$ cat src/logic/astx_pkg.sv
// constants, field positions and types of the serial transmitter
// assumes a 32-bit apb slave port and one 40 MHz clock
package astx_pkg;

    localparam int unsigned ADDR_W = 8;
    localparam int unsigned DATA_W = 32;

    // register byte addresses
    localparam logic [ADDR_W-1:0] ADDR_STATUS  = 8'h00;
    localparam logic [ADDR_W-1:0] ADDR_DATA    = 8'h04;
    localparam logic [ADDR_W-1:0] ADDR_CTRL1   = 8'h08;
    localparam logic [ADDR_W-1:0] ADDR_BAUD    = 8'h0c;
    localparam logic [ADDR_W-1:0] ADDR_EXTPRE  = 8'h10;
    localparam logic [ADDR_W-1:0] ADDR_CCODE   = 8'h14;
    localparam logic [ADDR_W-1:0] ADDR_IRQPEND = 8'h18;
    localparam logic [ADDR_W-1:0] ADDR_IRQEN   = 8'h1c;

    // status, pending and enable registers share this layout
    localparam int unsigned BIT_VACANT = 0;
    localparam int unsigned BIT_DONE   = 1;

    // serial_control_reg_1 fields
    localparam int unsigned BIT_NINTH  = 0;
    localparam int unsigned BIT_WORD9  = 1;
    localparam int unsigned BIT_TXON   = 2;
    localparam int unsigned BIT_BRK    = 3;

    // cond_code_reg field
    localparam int unsigned BIT_GMASK  = 0;

    localparam int unsigned DIV_W      = 8;
    localparam int unsigned WORD_W     = 9;
    localparam int unsigned FRAME_W    = WORD_W + 2;
    localparam int unsigned CNT_W      = 4;

    localparam logic [CNT_W-1:0] LEN_8BIT = 4'ha;
    localparam logic [CNT_W-1:0] LEN_9BIT = 4'hb;

    localparam logic [DIV_W-1:0] BAUD_RST   = 8'h00;
    localparam logic [DIV_W-1:0] EXTPRE_RST = 8'h00;
    localparam logic             GMASK_RST  = 1'b1;
    localparam logic             VACANT_RST = 1'b1;
    localparam logic             DONE_RST   = 1'b1;

    typedef enum logic [1:0] {
        ASTX_FR_DATA,
        ASTX_FR_IDLE,
        ASTX_FR_BREAK
    } astx_frame_t;

    typedef enum logic {
        ASTX_SH_IDLE,
        ASTX_SH_SEND
    } astx_shstate_t;

endpackage

$ cat src/logic/astx_link_if.sv
// links control, shifter and bit-rate divider
// assumes all three parties run on the same clock
`timescale 1ns/1ps
interface astx_link_if;
    logic                        start;
    astx_pkg::astx_frame_t       kind;
    logic [astx_pkg::WORD_W-1:0] word;
    logic                        nineBit;
    logic                        busy;
    logic                        done;
    logic                        line;
    logic                        bitTick;

    modport ctl (output start, output kind, output word, output nineBit,
                 input busy, input done, input line);
    modport shf (input start, input kind, input word, input nineBit, input bitTick,
                 output busy, output done, output line);
    modport gen (input start, output bitTick);
endinterface

$ cat src/logic/astx_baud_gen.sv
// bit-rate divider: one tick per bit period of (ext+1)*(baud+1) clocks
// assumes start restarts the period
`timescale 1ns/1ps
module astx_baud_gen (
    input  wire logic                       clk,
    input  wire logic                       sys_rst,
    input  wire logic [astx_pkg::DIV_W-1:0] baudDiv,
    input  wire logic [astx_pkg::DIV_W-1:0] extDiv,
    astx_link_if.gen                        lk
);
    logic [astx_pkg::DIV_W-1:0] preCnt_q, preCnt_d;
    logic [astx_pkg::DIV_W-1:0] mainCnt_q, mainCnt_d;
    logic                       tick_q, tick_d;

    always_comb begin
        preCnt_d  = preCnt_q;
        mainCnt_d = mainCnt_q;
        tick_d    = 1'b0;
        if (lk.start) begin
            preCnt_d  = '0;
            mainCnt_d = '0;
        end else if (preCnt_q >= extDiv) begin
            preCnt_d = '0;
            if (mainCnt_q >= baudDiv) begin
                mainCnt_d = '0;
                tick_d    = 1'b1;
            end else begin
                mainCnt_d = mainCnt_q + 1'b1;
            end
        end else begin
            preCnt_d = preCnt_q + 1'b1;
        end
    end

    always_ff @(posedge clk) begin
        if (sys_rst) begin
            preCnt_q  <= '0;
            mainCnt_q <= '0;
            tick_q    <= 1'b0;
        end else begin
            preCnt_q  <= preCnt_d;
            mainCnt_q <= mainCnt_d;
            tick_q    <= tick_d;
        end
    end

    assign lk.bitTick = tick_q;
endmodule

$ cat src/logic/astx_shifter.sv
// frame shifter: sends a data, idle or break frame lsb first
// assumes start is a one-cycle pulse given only while busy is low
`timescale 1ns/1ps
module astx_shifter (
    input  wire logic clk,
    input  wire logic sys_rst,
    astx_link_if.shf  lk
);
    astx_pkg::astx_shstate_t         st_q, st_d;
    logic [astx_pkg::FRAME_W-1:0]    frame_q, frame_d;
    logic [astx_pkg::CNT_W-1:0]      left_q, left_d;
    logic                            line_q, line_d;
    logic                            done_q, done_d;

    always_comb begin
        st_d    = st_q;
        frame_d = frame_q;
        left_d  = left_q;
        line_d  = line_q;
        done_d  = 1'b0;
        case (st_q)
            astx_pkg::ASTX_SH_IDLE: begin
                line_d = 1'b1; // RULE16
                if (lk.start) begin
                    left_d = lk.nineBit ? astx_pkg::LEN_9BIT : astx_pkg::LEN_8BIT; // RULE1 RULE12
                    case (lk.kind)
                        astx_pkg::ASTX_FR_IDLE: frame_d = '1; // RULE15 RULE4
                        astx_pkg::ASTX_FR_BREAK: begin
                            // zeros for the start and data bits, then a single stop bit
                            frame_d = '0; // RULE12 RULE15
                            if (lk.nineBit) begin
                                frame_d[astx_pkg::FRAME_W-1] = 1'b1;
                            end else begin
                                frame_d[astx_pkg::FRAME_W-2] = 1'b1;
                            end
                        end
                        default: begin
                            if (lk.nineBit) begin
                                frame_d = {1'b1, lk.word, 1'b0}; // RULE15
                            end else begin
                                frame_d = {2'b11, lk.word[astx_pkg::WORD_W-2:0], 1'b0};
                            end
                        end
                    endcase
                    line_d = (lk.kind == astx_pkg::ASTX_FR_DATA) ? 1'b0 :
                             (lk.kind == astx_pkg::ASTX_FR_IDLE);
                    st_d   = astx_pkg::ASTX_SH_SEND;
                end
            end
            astx_pkg::ASTX_SH_SEND: begin
                if (lk.bitTick) begin
                    if (left_q == 4'h1) begin
                        st_d   = astx_pkg::ASTX_SH_IDLE;
                        line_d = 1'b1;
                        done_d = 1'b1; // RULE10
                    end else begin
                        frame_d = {1'b1, frame_q[astx_pkg::FRAME_W-1:1]}; // RULE2
                        line_d  = frame_q[1];
                        left_d  = left_q - 1'b1;
                    end
                end
            end
            default: st_d = astx_pkg::ASTX_SH_IDLE;
        endcase
    end

    always_ff @(posedge clk) begin
        if (sys_rst) begin
            st_q    <= astx_pkg::ASTX_SH_IDLE;
            frame_q <= '1;
            left_q  <= '0;
            line_q  <= 1'b1;
            done_q  <= 1'b0;
        end else begin
            st_q    <= st_d;
            frame_q <= frame_d;
            left_q  <= left_d;
            line_q  <= line_d;
            done_q  <= done_d;
        end
    end

    assign lk.busy = (st_q == astx_pkg::ASTX_SH_SEND);
    assign lk.done = done_q;
    assign lk.line = line_q;
endmodule

$ cat src/logic/astx_top.sv
// serial transmitter: apb registers, holding buffer, flags, irq
// assumes an apb master on clk; the pin is driven while tx is on
//
// What this block does
// RULE1: 8-bit words, or 9 with the ninth from control register 1.
// RULE2: data leaves the pin lsb first.
// RULE3: software sets length, rates, then enables, then writes data.
// RULE4: enabling takes the pin and sends an idle frame first.
// RULE5: buffer-empty clears only by status access then data write.
// RULE6: buffer-empty sets as the buffer empties and a transfer begins.
// RULE7: buffer-empty irq needs its enable set and global mask clear.
// RULE8: a write during transmission waits in the holding buffer.
// RULE9: a write while idle starts at once; buffer-empty sets at once.
// RULE10: complete flag sets after a stop bit or break; irq if enabled.
// RULE11: the same sequence also clears the complete flag.
// RULE12: send-break loads a break frame as long as a word frame.
// RULE13: a blocked flag interrupt stays pending until serviced or cleared.
// RULE14: the clear sequence also drops the pending latch.
// RULE15: frame is start, data, stop; idle all ones; break zeros plus stop.
// RULE16: an idle transmitter holds the line high.
`timescale 1ns/1ps
module astx_top (
    input  wire logic                        clk,
    input  wire logic                        sys_rst,
    input  wire logic                        psel,
    input  wire logic                        penable,
    input  wire logic                        pwrite,
    input  wire logic [astx_pkg::ADDR_W-1:0] paddr,
    input  wire logic [astx_pkg::DATA_W-1:0] pwdata,
    output logic      [astx_pkg::DATA_W-1:0] prdata,
    output logic                             pready,
    output logic                             pslverr,
    output logic                             txPin,
    output logic                             txPinOe,
    output logic                             irq
);
    astx_link_if lk ();

    // register state
    logic                       ninth_q, ninth_d;
    logic                       word9_q, word9_d;
    logic                       txOn_q, txOn_d;
    logic                       brkReq_q, brkReq_d;
    logic [astx_pkg::DIV_W-1:0] baud_q, baud_d;
    logic [astx_pkg::DIV_W-1:0] extPre_q, extPre_d;
    logic                       gMask_q, gMask_d;
    logic [1:0]                 irqEn_q, irqEn_d;
    logic [1:0]                 pend_q, pend_d;
    logic                       vacant_q, vacant_d;
    logic                       done_q, done_d;
    logic                       statusSeen_q, statusSeen_d;
    // transmit control state
    logic [astx_pkg::WORD_W-2:0] hold_q, hold_d;
    logic                        holdValid_q, holdValid_d;
    logic                        pendIdle_q, pendIdle_d;
    logic                        pendBrk_q, pendBrk_d;
    logic                        start_q, start_d;
    astx_pkg::astx_frame_t       kind_q, kind_d;
    logic [astx_pkg::WORD_W-1:0] word_q, word_d;
    // bus outputs
    logic [astx_pkg::DATA_W-1:0] prdata_q, prdata_d;
    logic                        pready_q, pready_d;
    logic                        pslverr_q, pslverr_d;
    logic                        irq_q, irq_d;
    logic                        txPinOe_q;

    // bus strobes
    logic access, wrData, wrCtrl, accStatus, clearSeq, setVacant, canLaunch;

    assign access    = psel & penable & pready_q;
    assign accStatus = access & (paddr == astx_pkg::ADDR_STATUS);
    assign wrData    = access & pwrite & (paddr == astx_pkg::ADDR_DATA);
    assign wrCtrl    = access & pwrite & (paddr == astx_pkg::ADDR_CTRL1);
    assign clearSeq  = wrData & statusSeen_q; // RULE5 RULE11
    // launch only when the shifter is free, never twice in a row
    assign canLaunch = txOn_q & ~lk.busy & ~start_q;

    // transmit control
    always_comb begin
        hold_d      = hold_q;
        holdValid_d = holdValid_q;
        pendIdle_d  = pendIdle_q;
        pendBrk_d   = pendBrk_q;
        start_d     = 1'b0;
        kind_d      = kind_q;
        word_d      = word_q;
        setVacant   = 1'b0;
        if (wrCtrl && pwdata[astx_pkg::BIT_TXON] && !txOn_q) begin
            pendIdle_d = 1'b1; // RULE4
        end
        if (wrCtrl && pwdata[astx_pkg::BIT_BRK]) begin
            pendBrk_d = 1'b1; // RULE12
        end
        if (canLaunch && pendIdle_q) begin
            pendIdle_d = 1'b0;
            start_d    = 1'b1;
            kind_d     = astx_pkg::ASTX_FR_IDLE; // RULE4
        end else if (canLaunch && pendBrk_q) begin
            pendBrk_d = 1'b0;
            start_d   = 1'b1;
            kind_d    = astx_pkg::ASTX_FR_BREAK; // RULE12
        end else if (canLaunch && holdValid_q) begin
            holdValid_d = 1'b0;
            start_d     = 1'b1;
            kind_d      = astx_pkg::ASTX_FR_DATA;
            word_d      = {ninth_q, hold_q}; // RULE8 RULE1
            setVacant   = 1'b1; // RULE6
        end else if (canLaunch && wrData) begin
            start_d   = 1'b1;
            kind_d    = astx_pkg::ASTX_FR_DATA;
            word_d    = {ninth_q, pwdata[astx_pkg::WORD_W-2:0]}; // RULE9 RULE1
            setVacant = 1'b1; // RULE9
        end
        // a write not sent at once waits; a second one overwrites it
        if (wrData && !(canLaunch && !pendIdle_q && !pendBrk_q && !holdValid_q)) begin
            hold_d      = pwdata[astx_pkg::WORD_W-2:0]; // RULE8
            holdValid_d = 1'b1;
        end
        if (!txOn_q) begin
            pendIdle_d = pendIdle_d & (wrCtrl & pwdata[astx_pkg::BIT_TXON]);
        end
    end

    always_ff @(posedge clk) begin
        if (sys_rst) begin
            hold_q      <= '0;
            holdValid_q <= 1'b0;
            pendIdle_q  <= 1'b0;
            pendBrk_q   <= 1'b0;
            start_q     <= 1'b0;
            kind_q      <= astx_pkg::ASTX_FR_IDLE;
            word_q      <= '0;
        end else begin
            hold_q      <= hold_d;
            holdValid_q <= holdValid_d;
            pendIdle_q  <= pendIdle_d;
            pendBrk_q   <= pendBrk_d;
            start_q     <= start_d;
            kind_q      <= kind_d;
            word_q      <= word_d;
        end
    end

    // registers, flags and interrupt
    always_comb begin
        ninth_d      = ninth_q;
        word9_d      = word9_q;
        txOn_d       = txOn_q;
        brkReq_d     = brkReq_q;
        baud_d       = baud_q;
        extPre_d     = extPre_q;
        gMask_d      = gMask_q;
        irqEn_d      = irqEn_q;
        pend_d       = pend_q;
        vacant_d     = vacant_q;
        done_d       = done_q;
        statusSeen_d = statusSeen_q;
        prdata_d     = '0;
        pslverr_d    = 1'b0;
        pready_d     = psel & penable & ~pready_q;
        if (psel && penable) begin
            if (paddr == astx_pkg::ADDR_STATUS) begin
                prdata_d[astx_pkg::BIT_VACANT] = vacant_q;
                prdata_d[astx_pkg::BIT_DONE]   = done_q;
            end else if (paddr == astx_pkg::ADDR_DATA) begin
                prdata_d[astx_pkg::WORD_W-2:0] = hold_q;
            end else if (paddr == astx_pkg::ADDR_CTRL1) begin
                prdata_d[astx_pkg::BIT_NINTH] = ninth_q;
                prdata_d[astx_pkg::BIT_WORD9] = word9_q;
                prdata_d[astx_pkg::BIT_TXON]  = txOn_q;
                prdata_d[astx_pkg::BIT_BRK]   = brkReq_q;
                if (pwrite && pready_q) begin
                    ninth_d  = pwdata[astx_pkg::BIT_NINTH];
                    word9_d  = pwdata[astx_pkg::BIT_WORD9];
                    txOn_d   = pwdata[astx_pkg::BIT_TXON];
                    brkReq_d = pwdata[astx_pkg::BIT_BRK];
                end
            end else if (paddr == astx_pkg::ADDR_BAUD) begin
                prdata_d[astx_pkg::DIV_W-1:0] = baud_q;
                if (pwrite && pready_q) begin
                    baud_d = pwdata[astx_pkg::DIV_W-1:0];
                end
            end else if (paddr == astx_pkg::ADDR_EXTPRE) begin
                prdata_d[astx_pkg::DIV_W-1:0] = extPre_q;
                if (pwrite && pready_q) begin
                    extPre_d = pwdata[astx_pkg::DIV_W-1:0];
                end
            end else if (paddr == astx_pkg::ADDR_CCODE) begin
                prdata_d[astx_pkg::BIT_GMASK] = gMask_q;
                if (pwrite && pready_q) begin
                    gMask_d = pwdata[astx_pkg::BIT_GMASK];
                end
            end else if (paddr == astx_pkg::ADDR_IRQPEND) begin
                prdata_d[1:0] = pend_q;
                if (pwrite && pready_q) begin
                    pend_d = pend_q & ~pwdata[1:0];
                end
            end else if (paddr == astx_pkg::ADDR_IRQEN) begin
                prdata_d[1:0] = irqEn_q;
                if (pwrite && pready_q) begin
                    irqEn_d = pwdata[1:0];
                end
            end else begin
                pslverr_d = 1'b1;
            end
        end
        if (accStatus) begin
            statusSeen_d = 1'b1;
        end
        if (wrData) begin
            statusSeen_d = 1'b0;
        end
        if (clearSeq) begin
            vacant_d = 1'b0; // RULE5
            done_d   = 1'b0; // RULE11
            pend_d   = 2'b00; // RULE14
        end
        // hardware sets win over any clear in the same cycle
        if (setVacant) begin
            vacant_d                     = 1'b1; // RULE6 RULE9
            pend_d[astx_pkg::BIT_VACANT] = 1'b1; // RULE13
        end
        if (lk.done) begin
            done_d                     = 1'b1; // RULE10
            pend_d[astx_pkg::BIT_DONE] = 1'b1; // RULE13
        end
        if (start_q && kind_q == astx_pkg::ASTX_FR_BREAK) begin
            brkReq_d = 1'b0;
        end
        // read data and error stand only with pready
        if (pready_q) begin
            prdata_d  = '0;
            pslverr_d = 1'b0;
        end
        irq_d = |(pend_q & irqEn_q) & ~gMask_q; // RULE7 RULE10 RULE13
    end

    always_ff @(posedge clk) begin
        if (sys_rst) begin
            ninth_q      <= 1'b0;
            word9_q      <= 1'b0;
            txOn_q       <= 1'b0;
            brkReq_q     <= 1'b0;
            baud_q       <= astx_pkg::BAUD_RST;
            extPre_q     <= astx_pkg::EXTPRE_RST;
            gMask_q      <= astx_pkg::GMASK_RST;
            irqEn_q      <= 2'b00;
            pend_q       <= 2'b00;
            vacant_q     <= astx_pkg::VACANT_RST;
            done_q       <= astx_pkg::DONE_RST;
            statusSeen_q <= 1'b0;
            prdata_q     <= '0;
            pready_q     <= 1'b0;
            pslverr_q    <= 1'b0;
            irq_q        <= 1'b0;
            txPinOe_q    <= 1'b0;
        end else begin
            ninth_q      <= ninth_d;
            word9_q      <= word9_d;
            txOn_q       <= txOn_d;
            brkReq_q     <= brkReq_d;
            baud_q       <= baud_d;
            extPre_q     <= extPre_d;
            gMask_q      <= gMask_d;
            irqEn_q      <= irqEn_d;
            pend_q       <= pend_d;
            vacant_q     <= vacant_d;
            done_q       <= done_d;
            statusSeen_q <= statusSeen_d;
            prdata_q     <= prdata_d;
            pready_q     <= pready_d;
            pslverr_q    <= pslverr_d;
            irq_q        <= irq_d;
            txPinOe_q    <= txOn_d; // RULE4
        end
    end

    assign lk.start   = start_q;
    assign lk.kind    = kind_q;
    assign lk.word    = word_q;
    assign lk.nineBit = word9_q; // RULE1

    astx_baud_gen u_baud (
        .clk     (clk),
        .sys_rst (sys_rst),
        .baudDiv (baud_q),
        .extDiv  (extPre_q),
        .lk      (lk.gen)
    );

    astx_shifter u_shift (
        .clk     (clk),
        .sys_rst (sys_rst),
        .lk      (lk.shf)
    );

    assign prdata  = prdata_q;
    assign pready  = pready_q;
    assign pslverr = pslverr_q;
    assign txPin   = lk.line;
    assign txPinOe = txPinOe_q;
    assign irq     = irq_q;
endmodule

$ cat config.mk
export PLATFORM = sky130hd
export DESIGN_NAME = astx_top
export DESIGN_NICKNAME = d
export VERILOG_FILES = /design/src/logic/astx_pkg.sv /design/src/logic/astx_link_if.sv /design/src/logic/astx_baud_gen.sv /design/src/logic/astx_shifter.sv /design/src/logic/astx_top.sv
export SDC_FILE = /design/constraint.sdc
export NUM_CORES = 1
export LEC_CHECK = 0
export ABC_AREA = 1
export BUFFER_PORTS_ARGS = -buffer_cell sky130_fd_sc_hd__buf_2
export CORE_MARGIN = 5
export CORE_UTILIZATION = 50
export CTS_BUF_LIST = sky130_fd_sc_hd__clkbuf_16
export CTS_CLUSTER_SIZE = 24
export DETAILED_ROUTE_END_ITERATION = 16
export PLACE_DENSITY = 0.73
export SYNTH_ARGS = -nofsm -noshare
export SYNTH_HDL_FRONTEND = slang
export SYNTH_SLANG_ARGS = --single-unit
$ cat constraint.sdc
create_clock -name clk -period 1.7 [get_ports clk]
set_clock_uncertainty 0.1 [all_clocks]
set_input_delay 0 -clock clk [delete_from_list [all_inputs] [get_ports clk]]
set_output_delay 0 -clock clk [all_outputs]
set_load 0.05 [all_outputs]
==> Word level (Yosys, flattened, before mapping) <==
Cells that the tools add are included.
{ "word_totals": {"register_bits": 121, "output_inout_bits": 37, "wordCells": 221} }
{ "op_classes": {"n_addsub": 3, "magnitude_cmp": 2, "eq_ne": 27, "n_mux": 70, "bitwise_logic": 32, "n_reduce_logical": 53} }
{ "ops": {"columns": ["operator", "count"], "rows": [
  ["one-hot mux 11 bit (2 select lines)", 2],
  ["2-to-1 mux 2 bit", 17],
  ["2-to-1 mux 1 bit", 33],
  ["2-to-1 mux 11 bit", 3],
  ["== test 8 x 5 -> 1 bit (second input constant)", 4],
  ["2-to-1 mux 8 bit", 3],
  ["nonzero test 3 bit", 7],
  ["2-to-1 mux 4 bit", 5],
  ["2-to-1 mux 9 bit", 2],
  ["!= test 3 x 2 -> 1 bit (second input constant)", 6],
  ["!= test 3 bit (second input constant)", 6],
  ["AND reduction 9 bit", 2],
  ["adder 8 x 1 -> 8 bit (second input constant)", 2],
  ["== test 8 x 4 -> 1 bit (second input constant)", 2],
  ["greater-or-equal comparator 8 bit", 2],
  ["NOT 1 bit", 16],
  ["logical AND 1 bit", 14],
  ["OR reduction 2 bit", 7],
  ["AND 1 bit", 13],
  ["OR reduction 3 bit", 4],
  ["2-to-1 mux 10 bit", 1],
  ["AND reduction 10 bit", 1],
  ["OR reduction 10 bit", 1],
  ["AND reduction 3 bit", 3],
  ["other kinds (21)", 31]
]} }

==> Logic depth before layout (Yosys ltp) <==
Gate-level depths: netlist of the first run.
{ "logic_depth": {"ltp_word": 13, "depth_mapped": 14, "ltp_nobuf": 13} }

==> Cells and area by module <==
Synthesis of the first run repeated with hierarchy kept, for this count alone.
{ "unflattened": {"hier_cells": 749, "hier_area_um2": 5296.3} }
{ "modules_own_cells": {"columns": ["module", "n_inst", "cells_each", "area_per_inst_um2", "seq_area_each_um2"], "rows": [
  ["astx_top", 1, 440, 3020.4, 1241.2],
  ["astx_baud_gen", 1, 170, 1234.9, 340.3],
  ["astx_shifter", 1, 139, 1041.0, 340.3]
]} }

==> Least setup slack after synthesis of the first run <==
Ideal clock, no wire load.
{ "synth_path": {"kind": "register to register", "from": "register pready_q, in the netlist pready", "to": "register baud_q[6] in the netlist's numbering", "setup_time_ns": 0.138, "arrival_time_ns": 1.618, "t_required_ns": 1.462, "setup_slack_ns": -0.156, "path_stages_with_launch": 9, "synth_period_minus_slack_ns": 1.856, "cell_sequence": "dfxtp_1 > nand2_1 > nor2_4 > inv_2 > nor2_4 > nand2_4 > buf_6 > nor2_1 > a211oi_2"} }
{ "synth_between": {"elab_chain_len": 2} }
{ "synth_rtl": {"columns": ["element", "line_no", "text"], "rows": [
  ["start, declared", "astx_top.sv:62", "logic pready_q, pready_d;"],
  ["start signal, assigned", "astx_top.sv:271", "pready_q <= pready_d;"],
  ["logical AND 1 bit", "astx_top.sv:180", "if (pwrite && pready_q) begin"],
  ["AND reduction 6 bit (no line)", null, null],
  ["end signal, assigned", "astx_top.sv:244", "baud_q <= astx_pkg::BAUD_RST;"],
  ["end signal, assigned", "astx_top.sv:262", "baud_q <= baud_d;"],
  ["end, declared", "astx_top.sv:44", "logic [astx_pkg::DIV_W-1:0] baud_q, baud_d;"]
]} }
No other way between the ends.
A chain may end at the register's enable or synchronous reset.

==> Worst setup path in the final report of the first run <==
{ "layout_path": {"from": "register extPre_q[3] in the netlist's numbering", "to": "register u_baud.mainCnt_q[7] in the netlist's numbering"} }
{ "layout_between": {"elab_chain_len": 1} }
{ "layout_rtl": {"columns": ["element", "line_no", "text"], "rows": [
  ["start, declared", "astx_top.sv:45", "logic [astx_pkg::DIV_W-1:0] extPre_q, extPre_d;"],
  ["start signal, assigned", "astx_top.sv:245", "extPre_q <= astx_pkg::EXTPRE_RST;"],
  ["start signal, assigned", "astx_top.sv:263", "extPre_q <= extPre_d;"],
  ["greater-or-equal comparator 8 bit", "astx_baud_gen.sv:22", "end else if (preCnt_q >= extDiv) begin"],
  ["end signal, assigned", "astx_baud_gen.sv:42", "mainCnt_q <= mainCnt_d;"],
  ["end, declared", "astx_baud_gen.sv:12", "logic [astx_pkg::DIV_W-1:0] mainCnt_q, mainCnt_d;"]
]} }
No other way between the ends.

==> results of run 1 <==
## cell families (layout without fill, tap and decap cells)
family,count (synthesis),in the layout
AO/OA/AOI/OAI,153,153
XOR/XNOR,5,5
adder cells (fa/ha/maj),22,22
buffers and inverters,135,185
flip-flops,96,96
other,1,24
AND/OR/NAND/NOR,256,256
## where the power goes
group / switching, W / internal (W) / total (W)
Sequential: 0.00000282 / 0.00225 / 0.00225
Clock: 0.000917 / 0.00116 / 0.00207
Combinational: 0.000242 / 0.0000764 / 0.000319
Total: 0.00116 / 0.00348 / 0.00464
## cell usage in the layout, fill, tap and decap left out, types with 3 or more instances in the layout
cell type and n:
nor3_1 5, nor2_1 68, nand3_2 7, a211oi_2 8, inv_1 74, nand3_1 32
clkbuf_16 9, nand2_2 11, dfxtp_1 78, dfxtp_2 17, o21ai_1 13, o211ai_1 11
nor2_4 9, buf_2 34, nand2_4 9, o221ai_1 3, a21oi_1 49, inv_2 15
clkinvlp_4 3, o22ai_1 3, nand4_1 10, o21ai_0 54, nor2_2 5, xor2_1 3
ha_4 8, conb_1 24, nand2_1 96, buf_4 25, dlygate4sd3_1 14, ha_1 14
## worst paths after layout
check	cells past startpoint	endpoint	slack (ns)
worst max-delay path	9	u_baud.mainCnt_q[7]	-0.02
worst min-delay path	5	pslverr	0.01
worst max register to register	9	u_baud.mainCnt_q[7]	-0.02
worst min register to register	1	u_baud.preCnt_q[0]	0.34
## metrics by stage
| step | setup WS (ns) | hold WS (ns) | setup TNS, ns | cell area (um2) |
|---|---|---|---|---|
| floorplan | 0.01137 | 0.06260 | 0 | 5076 |
| global placement | 0.008211 | 0.2153 | 0 | 5313 |
| detailed placement | -0.06408 | 0.2187 | -0.2854 | 5313 |
| CTS | 0.002510 | 0.008207 | 0 | 5772 |
| global route | -0.1083 | 0.06915 | -0.9657 | 6023 |
| finish | -0.01599 | 0.01071 | -0.04243 | 6023 |
## routing by layer
layer / GRT usage, % / vias to the layer above
met1: 24.86 / 2158
met2: 34.97 / 115
met5: 0 / -
met3: 4.110 / 22
met4: 6.233 / 0
li1: - / 2281
## registers in the layout (all words and copies together) (netlist names), 2 cells and up
| register | cells |
|---|---|
| prdata | 8 |
| hold_q | 8 |
| lk.word | 9 |
| kind_q | 2 |
| baud_q | 8 |
| u_baud.preCnt_q | 8 |
| extPre_q | 8 |
| irqEn_q | 2 |
| u_shift.left_q | 4 |
| u_shift.frame_q | 10 |
| pend_q | 2 |
| u_baud.mainCnt_q | 8 |
## repair_timing
action,in CTS,in global routing
hold buffers,14,0
pin swaps,4,23
setup buffers,0,4
cloned,0,2
endpoints found under the setup margin,10,28
resized for setup,6,63
hold endpoints to repair,35,0
## area by class of cell
cell class / instances / share of cell area (%)
Timing Repair Buffer: 77 / 9.306
Tap cell: 133 / 2.763
Clock inverter: 7 / 1.267
Inverter: 91 / 5.796
Multi-Input combinational cell: 460 / 44.72
Sequential cell: 96 / 32.32
Clock buffer: 9 / 3.739
Timing Repair inverter: 1 / 0.08309
## worst reg2reg max path: stages (launching register included)
cell and delay (ns):
dfxtp_2 0.32, inv_2 0.07, ha_4 0.20, a21oi_1 0.16
nand2_1 0.11, nand2_2 0.11, nand4_1 0.22, nand2_2 0.20
nand2_1 0.08, nor2_1 0.10
==> results.yml, run 1 <==
worst_setup_path:
  worstSetupStartpointType: "flip-flop"
  path_cells: "inv_2 -> ha_4 -> a21oi_1 -> nand2_1 -> nand2_2 -> nand4_1 -> nand2_2 -> nand2_1 -> nor2_1"
  max_stage_delay_ns: 0.32
  cp_top_family: "simple AND/OR/NAND/NOR gates"
  path_buf_inv: 1
  worstPathRequired_ns: 1.88
  worstSetupEndpointType: "flip-flop"
  path_class: "reg2reg"
  cpMaxStageDelayCell: "dfxtp_2"
  cp_max_fo: 5
  critPathArrivalTime_ns: 1.90
  r2r_start: "extPre_q[3]"
  crit_start: "extPre_q[3]"
cells_and_area:
  multi_input_area_um2: 2694
  drive_gt1_share_pct: 24.02
  area_growth_syn_to_layout_pct: 20.74
  nets: 803
  fin_util_pct: 61.62
  fill_cells: 852
  final_cells: 874
  antennaDiodeCount: 0
  register_area_um2: 1947
die:
  pin_count: 82
  fp.dieH_um: 109.9
  core_area_um2: 9774
  die_x_um: 109.9
  dieArea_um2: 12070
  initial_core_util_pct: 51.04
  rows: 36
clocking:
  cts_root_buf: "clkbuf_16"
  h-tree-depth: 3
  clock-sinks: 96
  path_clk_slew_ns: 0.07
  cts_buffers: 9
  cts_tree: "done"
  insertion_delay_ns: 0.34
  cts_buffer_depth: 2
timing:
  fmax_ghz: 0.5828
  worst_slack_ns: -0.01599
  final-setup-viol-count: 5
  finalHoldViolCount: 0
  final.period_utilization_pct: 100.9
  rsz0062_at_grt: "true"
  fin_crit_ns: 1.716
  drv_slew: 0
hold_path:
  min_from: "paddr[6]"
  min_path_type: "in2reg"
global_routing:
  grt_first_pass_wirelength_um: 19310
  antenna_found_initial: 0
  grt_pass1_vias: 4274
  overflow: 0
  grt_use_total_pct: 20.12
  grt_max_degree: 50
synth:
  ys_top_cells_by_count: "106 x nand2_1, 96 x dfxtp_1, 87 x inv_1"
  synth_cells: 668
  ys_async_sr_fraction_pct: 0
  yosysWarningCount: 0
  yosysTopAreaCell: "dfxtp_1"
  synth.avg_cell_area_um2: 7.468
  synth_top_family_by_area: "simple AND/OR/NAND/NOR gates"
  synth.ff_latch_count: 96
  yosysUniqueCellTypes: 41
  synth_xor_xnor_area_share_pct: 0.8779
  ys_seq_area_share_pct: 38.53
  synth_edf_count: 0
  synthTopCellsByArea: "dfxtp_1 39%, nand2_1 8.0%, inv_1 6.5%, o21ai_0 5.7%, ha_1 5.5%"
  netlist_area_um2: 4989
  synth-simple-area-share_pct: 24.05
  yosys.area_share.adder_pct: 5.518
  synth_top_area_share_pct: 38.53
  synth_compound_area_share_pct: 17.93
  synthFlopType: "dfxtp_1"
  synth_mux_area_share_pct: 0
  yosysMostFrequentCell: "nand2_1"
drt:
  wl_per_cell_um: 14.01
  top_layer: "met4"
  wl_met2_um: 6240
  drtIter0Drc: 233
  routed_wl_um: 12240
  drc: 0
  first_pass_iters: 4
  via_per_inst: 5.236
  vias: 4576
  drtAntennaViolNets: 0
  dr_wl_met3_um: 669
  wirelength_met1_um: 5121
job:
  cap_violations: 0
placed_design:
  numPlacedInstances: 838
  gp_congestion: 0.8749
  hpwl_um: 8588
  io_buffers: 33
power:
  power.total_w: 0.004644
  p_leak_nw: 2.624
  p_per_area_nw_per_um2: 771.0
  ir_worst_vdd_mv: 0.4530
run_status:
  status: "finished with violations"
  failed_checks: "negative setup slack"
Power figures use the tool's default switching activity.
==> run 2: changes to the inputs <==
--- a/config.mk
+++ b/config.mk
@@ -12,7 +12,7 @@
 export CTS_BUF_LIST = sky130_fd_sc_hd__clkbuf_16
 export CTS_CLUSTER_SIZE = 24
 export DETAILED_ROUTE_END_ITERATION = 16
-export PLACE_DENSITY = 0.73
+export PLACE_DENSITY = 0.7
 export SYNTH_ARGS = -nofsm -noshare
 export SYNTH_HDL_FRONTEND = slang
 export SYNTH_SLANG_ARGS = --single-unit
==> constraint.sdc (replaced) <==
create_clock -name clk -period 2 [get_ports clk]
set_clock_uncertainty 0.1 [all_clocks]
set_input_delay 0 -clock clk [delete_from_list [all_inputs] [get_ports clk]]
set_output_delay 0 -clock clk [all_outputs]
set_load 0.05 [all_outputs]
==> results.yml, run 2 (same netlist as run 1, synthesis figures left out) <==
run_status:
  status: "complete, no violations"
cells_and_area:
  final_cells: 846
  final_cell_mix: "106 x nand2_1, 96 x dfxtp_1, 87 x inv_1, 72 x nor2_1, 57 x o21ai_0"
  largest_register: "u_shift.frame_q"
  mostFrequentLayoutCell: "nand2_1"
  antennaDiodeCount: 0
  fill_cells: 939
  nets: 776
  largest_register_ffs: 10
  fin_util_pct: 57.09
  drive_gt1_share_pct: 13.18
  area_growth_syn_to_layout_pct: 11.86
placed_design:
  gp_congestion: 0.8547
  hpwl_um: 8234
  dpl_worst_slack_ns: 0.2300
  io_buffers: 33
  numPlacedInstances: 821
worst_setup_path:
  path_class: "reg2reg"
  rr_endpoint: "u_baud.mainCnt_q[6]"
  endpoint: "u_baud.mainCnt_q[6]"
  worstSetupEndpointType: "flip-flop"
  r2r_start: "extPre_q[7]"
  rr_worst_depth: 11
  worstPathRequired_ns: 2.17
  path_cells: "inv_1 -> ha_1 -> nand2_1 -> nor2_1 -> nand4_1 -> nand3_1 -> buf_4 -> nand2_1 -> nand2_1 -> nand2_1 -> nor2_1"
  cp_top_family: "simple AND/OR/NAND/NOR gates"
  critPathArrivalTime_ns: 1.97
  worstSetupStartpointType: "flip-flop"
  regToRegSetupSlack_ns: 0.20
  path_buf_inv: 2
  crit_cells: 11
  crit_path_frequent_cell: "nand2_1"
  cpMaxStageDelayCell: "dfxtp_1"
  cp_max_fo: 12
  max_stage_delay_ns: 0.31
  crit_start: "extPre_q[7]"
drt:
  first_pass_iters: 5
  routed_wl_um: 10920
  via_per_inst: 5.005
  drtAntennaViolNets: 0
  wl_per_cell_um: 12.90
  vias: 4234
  drtIter0Drc: 173
  drc: 0
global_routing:
  grt_first_pass_wirelength_um: 18400
  antenna_found_initial: 0
  grt_pass1_vias: 3944
  overflow: 0
  grt_max_degree: 43
  grt_use_total_pct: 19.33
clocking:
  insertion_delay_ns: 0.34
  post-cts-setup-buffers: 0
  hold_buffers: 10
  cts_tree: "done"
  h-tree-depth: 3
  cts_buffer_depth: 2
  cts_root_buf: "clkbuf_16"
  clock-sinks: 96
  cts_resized: 0
  cts_buffers: 9
  path_clk_slew_ns: 0.06
power:
  p_leak_nw: 2.457
  ir_worst_vdd_mv: 0.4488
  p_per_area_nw_per_um2: 712.9
  power.total_w: 0.003978
die:
  rows: 36
  pin_count: 82
  initial_core_util_pct: 51.04
  fp.dieH_um: 109.9
  die_x_um: 109.9
  core_area_um2: 9774
  dieArea_um2: 12070
timing:
  fin_setup_tns_ns: 0
  fin_crit_ns: 1.801
  worst_slack_ns: 0.1986
  fmax_ghz: 0.5551
  rsz0062_at_grt: "false"
  finalHoldViolCount: 0
  worst_pin_slew_ns: 0.5066
  final.period_utilization_pct: 90.07
  max_slew_margin_pct: 66.23
  final-setup-viol-count: 0
  drv_slew: 0
hold_path:
  min_path_type: "in2reg"
job:
  cap_violations: 0
[run 2: cell count changes in the layout (fill, tap and decap cells not counted), moves of 4 or more]
cell / change
dfxtp_2: -17
inv_1: +13
nand2_1: +10
dlygate4sd3_1: -4
nand2_2: -7
buf_4: -18
nor2_1: +4
dfxtp_1: +18
ha_1: +8
ha_4: -8
inv_2: -11
[run 2: layout make-up]
type	instances	area, um2	share of cell area, %
Clock buffer	9	225.2	4.036
Multi-Input combinational cell	460	2504	44.87
Timing Repair Buffer	51	337.8	6.054
Tap cell	133	166.4	2.982
Sequential cell	96	1922	34.44
Inverter	91	341.6	6.121
Clock inverter	6	83.83	1.502
[run 2: per-stage QoR]
| stage | instance area (um2) | hold slack (ns) |
|---|---|---|
| 2_1_floorplan | 5075 | 0.06260 |
| 3_3_place_gp | 5171 | 0.2494 |
| 3_5_place_dp | 5171 | 0.2562 |
| 4_1_cts | 5580 | 0.02101 |
| 5_1_grt | 5580 | 0.04482 |
| 6_report | 5580 | 0.03089 |
[run 2: power by group]
group	switching, W	total [W]	internal, W
Combinational	0.000200	0.000255	0.0000549
Clock	0.000724	0.00181	0.00108
Sequential	0.00000178	0.00192	0.00191
Total	0.000925	0.00398	0.00305
[run 2: tightest hold or removal path: stages]
cell	delay (ns)
buf_2	0.11
nand3_2	0.11
nor2_2	0.09
nor2_1	0.11
[run 2: how the worst min path moves through the flow]
stage | start | end | slack [ns] | depth (start not counted)
3_5_place_dp | pwdata[4] | hold_q[4] | 0.26 | 3
5_1_grt | sys_rst | pend_q[1] | 0.04 | 2
4_1_cts | paddr[4] | pslverr | 0.02 | 4
6_report | paddr[4] | pslverr | 0.03 | 4
2_1_floorplan | pwdata[2] | txPinOe | 0.06 | 2
3_3_place_gp | pwdata[4] | baud_q[4] | 0.25 | 3
[run 2: metal layers]
metal	up-vias	GRT usage [%]	part of all wire (%)
li1	2230	-	-
met1	1909	24.98	46
met2	77	32.32	48
met3	18	3.053	4.3
met4	0	7.302	1.7
met5	-	0	0
==> run 3: changes to the inputs <==
--- a/config.mk
+++ b/config.mk
@@ -8,11 +8,11 @@
 export ABC_AREA = 1
 export BUFFER_PORTS_ARGS = -buffer_cell sky130_fd_sc_hd__buf_2
 export CORE_MARGIN = 5
-export CORE_UTILIZATION = 50
+export CORE_UTILIZATION = 36
 export CTS_BUF_LIST = sky130_fd_sc_hd__clkbuf_16
 export CTS_CLUSTER_SIZE = 24
 export DETAILED_ROUTE_END_ITERATION = 16
-export PLACE_DENSITY = 0.7
+export PLACE_DENSITY = 0.53
 export SYNTH_ARGS = -nofsm -noshare
 export SYNTH_HDL_FRONTEND = slang
 export SYNTH_SLANG_ARGS = --single-unit
==> results.yml, run 3 (same netlist as run 1, synthesis figures left out) <==
global_routing:
  grt_max_degree: 20
  grt-busiest-layer: "met2"
  grt_first_pass_wirelength_um: 19400
  overflow: 0
  gr-usage-met2_pct: 24.16
  grtUsageMet3_pct: 2.500
  antenna_found_initial: 0
  gr-usage-met1_pct: 19.67
  grt_pass1_vias: 4057
  grt_use_total_pct: 14.82
cells_and_area:
  largest_register: "u_shift.frame_q"
  mostFrequentLayoutCell: "nand2_1"
  nets: 779
  antennaDiodeCount: 0
  area_growth_syn_to_layout_pct: 13.24
  drive_gt1_share_pct: 13.83
  largest_register_ffs: 10
  final_cell_mix: "105 x nand2_1, 96 x dfxtp_1, 87 x inv_1, 72 x nor2_1, 57 x o21ai_0"
power:
  p_leak_nw: 2.466
  ir_worst_vdd_mv: 0.4066
  p_per_area_nw_per_um2: 708.3
drt:
  first_pass_iters: 4
  vias: 4247
  drc: 0
  wl_per_cell_um: 13.04
  drtIter0Drc: 229
  drtAntennaViolNets: 0
  via_per_inst: 4.740
  routed_wl_um: 11680
timing:
  whs_ns: 0.01054
  final.period_utilization_pct: 89.15
  fin_crit_ns: 1.783
  finalHoldViolCount: 0
  drv_slew: 0
  fmax_ghz: 0.5608
  fin_setup_tns_ns: 0
  final-setup-viol-count: 0
  rsz0062_at_grt: "false"
die:
  die_x_um: 127.7
  pin_count: 82
  initial_core_util_pct: 36.36
  fp.dieH_um: 127.7
  dieArea_um2: 16310
  core_area_um2: 13720
  rows: 43
clocking:
  cts_buffers: 9
  cts_root_buf: "clkbuf_16"
  post-cts-setup-buffers: 0
  clock-sinks: 96
  insertion_delay_ns: 0.35
  path_clk_slew_ns: 0.07
  cts_tree: "done"
  h-tree-depth: 3
  cts_buffer_depth: 2
placed_design:
  hpwl_um: 8950
  io_buffers: 33
  gp_congestion: 0.8091
worst_setup_path:
  critPathArrivalTime_ns: 1.97
  worstSetupStartpointType: "flip-flop"
  rr_endpoint: "u_baud.mainCnt_q[6]"
  cp_max_fo: 12
  rr_worst_depth: 11
  worstSetupEndpointType: "flip-flop"
  regToRegSetupSlack_ns: 0.22
  r2r_start: "extPre_q[7]"
  worstPathRequired_ns: 2.19
  path_class: "reg2reg"
hold_path:
  min_from: "paddr[2]"
  min_path_type: "in2reg"
  min_to: "pslverr"
  whs_path_depth: 4
job:
  cap_violations: 0
run_status:
  status: "complete, no violations"
## run 3: cell count changes in the layout (fill, tap and decap cells not counted)
cell | previous run | this run
buf_12 | 1 | 0
dlygate4sd3_1 | 10 | 9
buf_4 | 7 | 12
nand2_1 | 106 | 105
nand2_2 | 4 | 5
## run 3: through the flow
| stage | cell area, um2 | worst slack (ns) | power, W | std cells | util (%) |
|---|---|---|---|---|---|
| 3_5_place_dp | 5248 | 0.2071 | 0.002199 | 872 | 38.25 |
| 2_1_floorplan | 5075 | 0.1440 | 0.002172 | 691 | - |
| 6_report | 5649 | 0.2170 | 0.004001 | 896 | 41.18 |
| 3_3_place_gp | 5248 | 0.2407 | 0.002198 | 872 | 38.25 |
| 4_1_cts | 5647 | 0.1840 | 0.004049 | 896 | 41.16 |
| 5_1_grt | 5649 | 0.004013 | 0.004142 | 896 | 41.18 |
## run 3: layout make-up
cell class / count / area [um2]
fill: 1433 / 8070
sequential: 96 / 1922
clock buffer: 9 / 225.2
tap: 180 / 225.2
clock inverter: 6 / 83.83
inverter: 91 / 341.6
timing repair buffer: 54 / 345.3
multi-input combinational: 460 / 2506
## run 3: timing repair
action / in CTS / in global routing
hold endpoints to repair: 38 / 0
endpoints found under the setup margin: 0 / 5
resized for setup: 0 / 1
hold buffers: 9 / 0
## run 3: per-layer routing
layer / vias up / wire, um
li1: 2226 / -
met1: 1948 / 5572
met2: 55 / 5526
met3: 18 / 372
met4: 0 / 210
met5: - / 0
## run 3: worst max path at each step
stage / startpoint / endpoint / slack (ns) / cells after the start
5_1_grt: extPre_q[7] / u_baud.mainCnt_q[6] / 0.004 / 11
6_report: extPre_q[7] / u_baud.mainCnt_q[6] / 0.22 / 11
3_3_place_gp: extPre_q[7] / u_baud.mainCnt_q[5] / 0.24 / 8
2_1_floorplan: pready / baud_q[6] / 0.14 / 8
4_1_cts: extPre_q[7] / u_baud.mainCnt_q[5] / 0.18 / 8
3_5_place_dp: extPre_q[7] / u_baud.mainCnt_q[6] / 0.21 / 9
## run 3: critical path, cell delays in order (launching register included)
cell and delay [ns]:
dfxtp_1 0.31, inv_1 0.07, ha_1 0.30, nand2_1 0.08, nor2_1 0.17, nand4_1 0.13
nand3_1 0.11, buf_4 0.18, nand2_1 0.09, nand2_1 0.06, nand2_1 0.05, nor2_1 0.08
## run 3: power breakdown
part | leakage (nW) | switching (W) | internal, W
clock | 0.147 | 0.000745 | 0.00108
sequential | 0.774 | 0.00000177 | 0.00191
combinational | 1.54 | 0.000201 | 0.0000548
total | 2.47 | 0.000948 | 0.00305
